**src/logic/sequence_input_allocator_defines.svh**
```systemverilog
// Register map, field positions, reset values and codes of the input allocator
//
// Summary of operation
// - Selection word is 16 bits: mode, servo-on, proportional, forward-limit digits; reset 1881.
// - A zero written into the mode digit is stored as one.
// - Servo-on and proportional-control digits always store 8, whatever is written.
// - Codes 0-6 pick an input, limit on while low; 7 forces on, 8 off.
// - Codes 9-F pick the same inputs in order, limit on while input high.
`ifndef SEQUENCE_INPUT_ALLOCATOR_DEFINES_SVH
`define SEQUENCE_INPUT_ALLOCATOR_DEFINES_SVH

// Byte addresses on the register bus
`define SEL_WORD_ADDR 12'h000
`define STATUS_ADDR 12'h004
`define DECODE_WIDTH 12

// Selection word layout
`define SEL_WORD_WIDTH 16
`define SEL_WORD_RESET 16'h1881
`define MODE_LSB 0
`define SERVO_ON_LSB 4
`define PROP_CTRL_LSB 8
`define FWD_LIMIT_LSB 12
`define DIGIT_WIDTH 4

// Corrected digit values
`define MODE_ILLEGAL 4'h0
`define MODE_MAPPED 4'h1
`define MAPPING_FIXED 4'h8

// Forward-limit mapping codes
`define FWD_LOW_LAST 4'h6
`define FWD_FORCE_ON 4'h7
`define FWD_FORCE_OFF 4'h8
`define FWD_HIGH_FIRST 4'h9

// Status word layout
`define STATUS_LIMIT_BIT 8

// Connector inputs idle high (switch open, signal off)
`define INPUT_IDLE 1'b1

`endif

```
**src/logic/sequence_input_allocator_pkg.sv**
```systemverilog
// Types shared by the input allocator
`default_nettype none
package sequence_input_allocator_pkg;

  // How the forward-limit signal is derived from the selected input
  typedef enum logic [1:0] {
    sense_on_low = 2'h0,
    sense_force_on = 2'h1,
    sense_force_off = 2'h3,
    sense_on_high = 2'h2
  } limit_sense_t;

  // Register selected by a bus address phase
  typedef enum logic [1:0] {
    reg_none = 2'h0,
    reg_sel_word = 2'h1,
    reg_status = 2'h3
  } reg_sel_t;

endpackage
`default_nettype wire

```
**src/logic/sequence_input_allocator.sv**
```systemverilog
// Input allocator: maps a connector input onto the forward-travel-limit signal
//
// Chosen here: the AHB-Lite interface to the registers and the placing of the registers.
`timescale 1ns/10ps
`default_nettype none
`include "sequence_input_allocator_defines.svh"

module sequence_input_allocator #(
  parameter int NUM_INPUTS = 7
) (
  input wire logic hclk,
  input wire logic hresetn,
  input wire logic hsel,
  input wire logic [31:0] haddr,
  input wire logic [1:0] htrans,
  input wire logic hwrite,
  input wire logic [2:0] hsize,
  input wire logic [31:0] hwdata,
  input wire logic hready,
  output logic hreadyout,
  output logic hresp,
  output logic [31:0] hrdata,
  input wire logic [NUM_INPUTS-1:0] io_connector_n,
  output logic forward_travel_limit,
  output logic [`SEL_WORD_WIDTH-1:0] input_allocation_select_1
);

  // The code table names exactly seven inputs; other counts have no meaning
  if (NUM_INPUTS != 7) begin : g_bad_inputs
    $error("sequence_input_allocator: NUM_INPUTS must be 7");
  end

  // ---------------------------------------------------------------
  // Input synchronisers
  // ---------------------------------------------------------------
  logic [NUM_INPUTS-1:0] sync_meta;
  logic [NUM_INPUTS-1:0] sync_pin;

  for (genvar i = 0; i < NUM_INPUTS; i++) begin : g_sync
    always_ff @(posedge hclk or negedge hresetn) begin
      if (!hresetn) begin
        sync_meta[i] <= `INPUT_IDLE;
        sync_pin[i] <= `INPUT_IDLE;
      end else begin
        sync_meta[i] <= io_connector_n[i];
        sync_pin[i] <= sync_meta[i];
      end
    end
  end

  // ---------------------------------------------------------------
  // Bus address phase decode
  // ---------------------------------------------------------------
  wire logic bus_take;
  wire logic [`DECODE_WIDTH-1:0] bus_addr;
  wire sequence_input_allocator_pkg::reg_sel_t bus_reg;

  // Only NONSEQ/SEQ with the bus ready start a transfer
  assign bus_take = hsel && htrans[1] && hready;
  assign bus_addr = haddr[`DECODE_WIDTH-1:0];
  assign bus_reg = (bus_addr == `SEL_WORD_ADDR) ? sequence_input_allocator_pkg::reg_sel_word :
                   (bus_addr == `STATUS_ADDR) ? sequence_input_allocator_pkg::reg_status :
                   sequence_input_allocator_pkg::reg_none;

  // Write data arrives one cycle after its address phase
  logic wr_pending;
  wire logic wr_take;

  assign wr_take = bus_take && hwrite && (bus_reg == sequence_input_allocator_pkg::reg_sel_word);

  always_ff @(posedge hclk or negedge hresetn) begin
    if (!hresetn) begin
      wr_pending <= 1'b0;
    end else begin
      wr_pending <= wr_take;
    end
  end

  // ---------------------------------------------------------------
  // Selection word with self-correcting digits
  // ---------------------------------------------------------------
  logic [`SEL_WORD_WIDTH-1:0] sel_word;
  wire logic [`DIGIT_WIDTH-1:0] wr_mode;
  wire logic [`DIGIT_WIDTH-1:0] wr_fwd;
  wire logic [`DIGIT_WIDTH-1:0] fixed_mode;
  wire logic [`SEL_WORD_WIDTH-1:0] corrected_word;
  wire logic [`SEL_WORD_WIDTH-1:0] next_sel_word;

  assign wr_mode = hwdata[`MODE_LSB +: `DIGIT_WIDTH];
  assign wr_fwd = hwdata[`FWD_LIMIT_LSB +: `DIGIT_WIDTH];
  assign fixed_mode = (wr_mode == `MODE_ILLEGAL) ? `MODE_MAPPED : wr_mode;
  // Servo-on and proportional digits are not settable at all
  assign corrected_word = {wr_fwd, `MAPPING_FIXED, `MAPPING_FIXED, fixed_mode};
  assign next_sel_word = wr_pending ? corrected_word : sel_word;

  always_ff @(posedge hclk or negedge hresetn) begin
    if (!hresetn) begin
      sel_word <= `SEL_WORD_RESET;
    end else begin
      sel_word <= next_sel_word;
    end
  end

  // ---------------------------------------------------------------
  // Forward-limit mapping
  // ---------------------------------------------------------------
  wire logic [`DIGIT_WIDTH-1:0] fwd_code;
  wire sequence_input_allocator_pkg::limit_sense_t fwd_sense;
  wire logic [`DIGIT_WIDTH-1:0] high_offset;
  wire logic [2:0] pin_index;
  wire logic sense_pin;
  wire logic [NUM_INPUTS-1:0] pin_pick;
  wire logic pin_level;
  wire logic limit_low;
  wire logic limit_high;
  wire logic limit_forced;
  wire logic next_limit;

  // Codes 0..6 sense low, 7 and 8 force, 9..F sense high
  assign fwd_code = sel_word[`FWD_LIMIT_LSB +: `DIGIT_WIDTH];
  assign fwd_sense = (fwd_code <= `FWD_LOW_LAST) ? sequence_input_allocator_pkg::sense_on_low :
                     (fwd_code == `FWD_FORCE_ON) ? sequence_input_allocator_pkg::sense_force_on :
                     (fwd_code == `FWD_FORCE_OFF) ? sequence_input_allocator_pkg::sense_force_off :
                     sequence_input_allocator_pkg::sense_on_high;
  // Codes 9..F reuse the input order of codes 0..6
  assign high_offset = fwd_code - `FWD_HIGH_FIRST;
  assign pin_index = (fwd_code <= `FWD_LOW_LAST) ? fwd_code[2:0] : high_offset[2:0];

  // Only the two sensing classes look at an input at all
  assign sense_pin = (fwd_sense == sequence_input_allocator_pkg::sense_on_low) ||
                     (fwd_sense == sequence_input_allocator_pkg::sense_on_high);

  // One-hot pick: force codes select nothing, so no index runs past the bank
  for (genvar k = 0; k < NUM_INPUTS; k++) begin : g_pick
    assign pin_pick[k] = sense_pin && (pin_index == 3'(k)) && sync_pin[k];
  end
  assign pin_level = |pin_pick;

  // A closed switch pulls its input low
  assign limit_low = !pin_level;
  assign limit_high = pin_level;
  assign limit_forced = (fwd_sense == sequence_input_allocator_pkg::sense_force_on);
  assign next_limit = (fwd_sense == sequence_input_allocator_pkg::sense_on_low) ? limit_low :
                      (fwd_sense == sequence_input_allocator_pkg::sense_on_high) ? limit_high :
                      limit_forced;

  always_ff @(posedge hclk or negedge hresetn) begin
    if (!hresetn) begin
      forward_travel_limit <= 1'b0;
    end else begin
      forward_travel_limit <= next_limit;
    end
  end

  // ---------------------------------------------------------------
  // Read data and response
  // ---------------------------------------------------------------
  wire logic rd_take;
  wire logic hit_sel_word;
  wire logic hit_status;
  wire logic [31:0] status_word;
  wire logic [31:0] read_value;
  wire logic [31:0] next_hrdata;

  assign rd_take = bus_take && !hwrite;
  assign hit_sel_word = (bus_reg == sequence_input_allocator_pkg::reg_sel_word);
  assign hit_status = (bus_reg == sequence_input_allocator_pkg::reg_status);

  // Synchronised pins low, limit above a spare bit; status takes no writes
  assign status_word = {23'h000000, forward_travel_limit, 1'b0, sync_pin};
  // Bypass the pending write so a read right behind a write sees new data
  // Unmapped addresses read as zero
  assign read_value = hit_sel_word ? {16'h0000, next_sel_word} :
                      hit_status ? status_word :
                      32'h00000000;
  // Read data returns to zero outside a read's data phase
  assign next_hrdata = rd_take ? read_value : 32'h00000000;

  always_ff @(posedge hclk or negedge hresetn) begin
    if (!hresetn) begin
      hrdata <= 32'h00000000;
    end else begin
      hrdata <= next_hrdata;
    end
  end

  // Zero wait states: the slave never stalls a transfer
  always_ff @(posedge hclk or negedge hresetn) begin
    if (!hresetn) begin
      hreadyout <= 1'b1;
    end else begin
      hreadyout <= 1'b1;
    end
  end

  // No error response is ever given, whatever the address or size
  always_ff @(posedge hclk or negedge hresetn) begin
    if (!hresetn) begin
      hresp <= 1'b0;
    end else begin
      hresp <= 1'b0;
    end
  end

  // Mirror of the stored word for the sequence logic
  // Loaded from the next value so it changes in the same cycle as the word itself
  always_ff @(posedge hclk or negedge hresetn) begin
    if (!hresetn) begin
      input_allocation_select_1 <= `SEL_WORD_RESET;
    end else begin
      input_allocation_select_1 <= next_sel_word;
    end
  end

  // ---------------------------------------------------------------
  // Elaboration checks
  // ---------------------------------------------------------------
  // The four digits must fill the selection word exactly
  if (4 * `DIGIT_WIDTH != `SEL_WORD_WIDTH) begin : g_bad_word
    $error("sequence_input_allocator: digit layout does not fill the word");
  end

endmodule
`default_nettype wire

```
**config.mk**
```make
export PLATFORM = sky130hd
export DESIGN_NAME = sequence_input_allocator
export DESIGN_NICKNAME = d
export VERILOG_FILES = /design/src/logic/sequence_input_allocator_pkg.sv /design/src/logic/sequence_input_allocator.sv
export VERILOG_INCLUDE_DIRS = /design/src /design/src/logic
export SDC_FILE = /design/constraint.sdc
export NUM_CORES = 1
export LEC_CHECK = 0
export ABC_AREA = 1
export BUFFER_PORTS_ARGS = -buffer_cell sky130_fd_sc_hd__buf_2
export CORE_ASPECT_RATIO = 0.5
export CORE_UTILIZATION = 42
export CTS_CLUSTER_DIAMETER = 100
export DETAILED_ROUTE_END_ITERATION = 8
export PLACE_DENSITY_LB_ADDON = 0.1
export SETUP_SLACK_MARGIN = 0.02
export SYNTH_ARGS = -nofsm -noshare
export SYNTH_HDL_FRONTEND = slang
export SYNTH_SLANG_ARGS = --single-unit
```
**constraint.sdc**
```tcl
create_clock -name hclk -period 1.9 [get_ports hclk]
set_input_delay 0.285 -clock hclk [delete_from_list [all_inputs] [get_ports hclk]]
set_output_delay 0.285 -clock hclk [all_outputs]
set_load 0.05 [all_outputs]
```
==> tab_implementation.tex <==
\begin{tabular}{lr}
\hline
Metric & Value \\
\hline
\multicolumn{2}{l}{\textbf{Run status}} \\
Status & complete, no violations \\
\multicolumn{2}{l}{\textbf{Power}} \\
Switch share & 24.5\% \\
Clock network fraction of design power & 35.5\% \\
Leakage & 1.41 nW \\
VDD IR max & $\sim$0.44 mV \\
Internal power & 0.00142 W \\
Power per cell area & 736 nW/um\^{}2 \\
Reported net switching power & 0.000463 W \\
Portion of total power attributed to sequential cells & a little under three fifths \\
Power consumption & between 0.0015 and 0.002 W \\
Combinational Power Share & 8.6\% \\
\multicolumn{2}{l}{\textbf{Worst setup path}} \\
Crit path required time & 2100 ps \\
Kind of critical path & reg -> reg \\
Maximum cell stage delay along the critical path & 650 ps \\
Crit path launch type & flop \\
Critical Path AT & 2000 ps \\
Endpoint kind of the worst setup timing path & flop \\
Standard cell with the maximum stage delay on the critical path & dfstp\_4 \\
Crit-path cells & inv\_6 -> ha\_4 -> inv\_4 -> nand3\_4 -> nand2\_4 -> nand2\_2 -> nand2\_2 -> nand2\_1 -> nand3\_1 -> nand2\_1 -> nand2\_2 -> nand3\_1 -> nand2\_1 -> inv\_1 \\
Critical path fanouts, max & 7 \\
\multicolumn{2}{l}{\textbf{Cells and area}} \\
P\&R area growth vs syn & 26.5\% \\
Layout filler cell count & between 400 and 500 \\
Antenna cell count & 0 \\
Share of post-route cells with drive strength above 1 & 41.0\% \\
Number of nets in the layout & 366 \\
Post-Layout Inst Area & 2560 um\^{}2 \\
\multicolumn{2}{l}{\textbf{Synthesis}} \\
Number of synthesized flops with an enable pin & 0 \\
Count of distinct cell types in the synthesized netlist & 24 \\
Fraction of synthesis flops using an asynchronous set or reset pin & 100\% \\
Predominant post-synthesis flop cell & dfrtp\_1 \\
Most frequent cells after synthesis & 33 x inv\_1, 30 x dfrtp\_1, 29 x nand2\_1, 18 x buf\_4, 18 x dfstp\_2 \\
Synth warnings & 0 \\
Top cell type's share of synthesized area & between 30\% and 40\% \\
Cells after Synth & about 210 \\
Count leader, synth & inv\_1 \\
Leading post-synthesis cells by cell area & dfrtp\_1 37\%, dfstp\_2 23\%, buf\_4 6.7\%, inv\_1 6.1\%, nand2\_1 5.4\% \\
Summed instance area of the synthesized netlist & about 2000 um\^{}2 \\
Flip-flop and latch count after synthesis & 48 \\
Average footprint of a synthesized cell & roughly 10 um\^{}2 \\
Proportion of synthesized chip area in sequential cells & between 60\% and 70\% \\
Biggest area consumer among synthesized cells & dfrtp\_1 \\
\multicolumn{2}{l}{\textbf{Floorplan}} \\
Die Width & 100 um \\
Number of standard-cell rows in the floorplan & 17 \\
Area of the die & approximately 5000 um\^{}2 \\
Initial cell density of the core & 45.0\% \\
Placeable Area & about 4500 um\^{}2 \\
Ports & 132 \\
Die height & 51.1 um \\
\multicolumn{2}{l}{\textbf{Clock network}} \\
Sinks on the clock net & 48 \\
Clock root buffer master & clkbuf\_8 \\
Max Buffers Root-to-Sink & 2 \\
Clock insertion delay at the later pin of the skew report & 300 ps \\
CTS clk-pin slew, worst paths & roughly 90 ps \\
TritonCTS clock tree & yes \\
H-Tree Level Count & 2 \\
Cts bufs inserted & 5 \\
\multicolumn{2}{l}{\textbf{STA}} \\
Total count of hold-check failures in the final report & 0 \\
Max Slew Vio Count & 0 \\
Unrepaired setup endpoints after global routing & yes \\
Maximum clock skew at final layout & about 4 ps \\
Final setup violation count & 0 \\
Maximum operating frequency & $\sim$560 MHz \\
Post-layout min period & $\sim$1800 ps \\
Final setup margin & 99.6 ps \\
Total negative setup slack & 0 ps \\
Portion of the clock cycle consumed by the worst path in the final layout & 94.8\% \\
\multicolumn{2}{l}{\textbf{Global route}} \\
First-pass GRT wire length & 6.53 mm \\
Vias in the first global route & 1462 \\
Initial antenna violation count & 0 \\
Grt ovf & 0 \\
Overall fraction of global-route tracks in use & 17.3\% \\
Maximum number of pins on one net before global-route repair & 30 \\
\multicolumn{2}{l}{\textbf{Placement}} \\
Routability congestion estimate from global placement & 0.788 \\
Setup slack after placement & 69.7 ps \\
\# port buffers & 65 \\
Cell area after placement & 2400 um\^{}2 \\
HPWL after DPL & 2.87 mm \\
\multicolumn{2}{l}{\textbf{Job}} \\
Total of max-cap violations & 0 \\
\multicolumn{2}{l}{\textbf{Detailed routing}} \\
Detailed Route WL & around 3.8 mm \\
Vias & 1511 \\
Count of unresolved DRC violations after routing & 0 \\
Routed via count divided by cell count & $\sim$4.3 \\
Number of nets with antenna violations after routing & 0 \\
First DRT Iteration DRCs & 48 \\
Pre-antenna DRT Iters & 4 \\
Drt wl/cell & around 11 um \\
\multicolumn{2}{l}{\textbf{Min path}} \\
Class of the most critical hold timing path & in -> reg \\
\hline
\end{tabular}
==> path summary, 6_finish.rpt <==
path | start | to | slack, ps | cells past startpoint
max reg2reg | sel_word[12]$_DFF_PN1_ | forward_travel_limit$_DFF_PN0_ | 100 | 14
min reg2reg | sync_meta[4]$_DFF_PN1_ | status_word[4]$_DFF_PN1_ | 360 | 0
min | io_connector_n[1] | sync_meta[1]$_DFF_PN1_ | 70 | 1
max | sel_word[12]$_DFF_PN1_ | forward_travel_limit$_DFF_PN0_ | 100 | 14
max in group asynchronous | hresetn | sel_word[7]$_DFF_PN1_ | 870 | 3
min in group asynchronous | hresetn | hrdata[13]$_DFF_PN0_ | 460 | 2
==> worst max-delay path: cells and delay by family, from the launching register on <==
kind                       cells  cell delay, ps
and+or+nand+nor               10             780
adders and majority gates      1             150
buffers and inverters          3             120
DFF                            1             650
==> power by group through the flow <==
stage	combinational, W	clock (W)	sequential, W
2_1_floorplan	0.000122	0	0.00108
3_3_place_gp	0.000159	0	0.00107
6_report	0.000161	0.000670	0.00106
5_1_grt	0.000177	0.000746	0.00106
3_5_place_dp	0.000161	0	0.00107
4_1_cts	0.000163	0.000696	0.00106
==> stage by stage <==
stage | hold slack (ps) | util [%] | cells
finish | 74.4 | 56.9 | 349
floorplan | -10.6 | - | 223
CTS | 63.0 | 55.8 | 346
global route | 56.9 | 56.9 | 349
detailed placement | 250 | 53.3 | 337
global placement | 246 | 53.3 | 337
==> logic make-up (layout without fill, tap and decap cells) <==
| group | count (synthesis) | count (layout) | synth area share [%] |
|---|---|---|---|
| adder cells (fa/ha/maj) | 3 | 3 | 1.85 |
| buffers and inverters | 54 | 114 | 13.3 |
| flip-flops | 48 | 48 | 60.4 |
| AND/OR/NAND/NOR | 79 | 79 | 18.8 |
| AO/OA/AOI/OAI | 21 | 21 | 5.25 |
| other | 2 | 18 | 0.371 |
==> per-layer routing <==
layer	vias to the layer above	share of wire (%)	global-route usage [%]
met1	703	46	20.9
met2	49	47	29.0
met5	-	0	0
met4	0	1.2	8.21
met3	4	6.2	5.20
li1	755	-	-
==> state kept, by name, indices dropped and copies added, names as in the netlist <==
| signal | flops |
|---|---|
| wr_pending | 1 |
| forward_travel_limit | 1 |
| sel_word | 16 |
| hrdata | 16 |
| sync_meta | 7 |
| status_word | 7 |
==> layout by cell type, fill, tap and decap left out, types with 2 or more instances in the layout <==
cell | netlist | layout
nor2_1 | 16 | 16
buf_2 | 0 | 65
nand2_1 | 29 | 27
buf_4 | 18 | 5
clkbuf_8 | 0 | 5
conb_1 | 2 | 18
ha_1 | 3 | 2
nand3_1 | 13 | 13
or2_2 | 4 | 4
inv_4 | 0 | 2
dfrtp_1 | 30 | 30
o21ai_0 | 16 | 15
nand2_2 | 4 | 6
a21oi_1 | 4 | 3
and2_1 | 2 | 2
nor3_1 | 3 | 3
dfstp_2 | 18 | 17
inv_1 | 33 | 31
nor4_1 | 2 | 2
==> layout make-up <==
type / instances / area [um^2] / share of cell area, %
Clock inverter: 2 / 11.3 / 0.439
Clock buffer: 6 / 93.8 / 3.66
Timing Repair Buffer: 72 / 393 / 15.3
Multi-Input combinational cell: 121 / 622 / 24.2
Sequential cell: 48 / 1230 / 47.9
Inverter: 34 / 135 / 5.27
Tap cell: 66 / 82.6 / 3.22
==> timing repair <==
| item | CTS | global route |
|---|---|---|
| setup buffers | 0 | 3 |
| hold buffers | 1 | 0 |
| gates resized for setup | 0 | 7 |
| setup endpoints to repair | 0 | 1 |
| endpoints found under the hold margin | 4 | 0 |
Power figures use the tool's default switching activity.
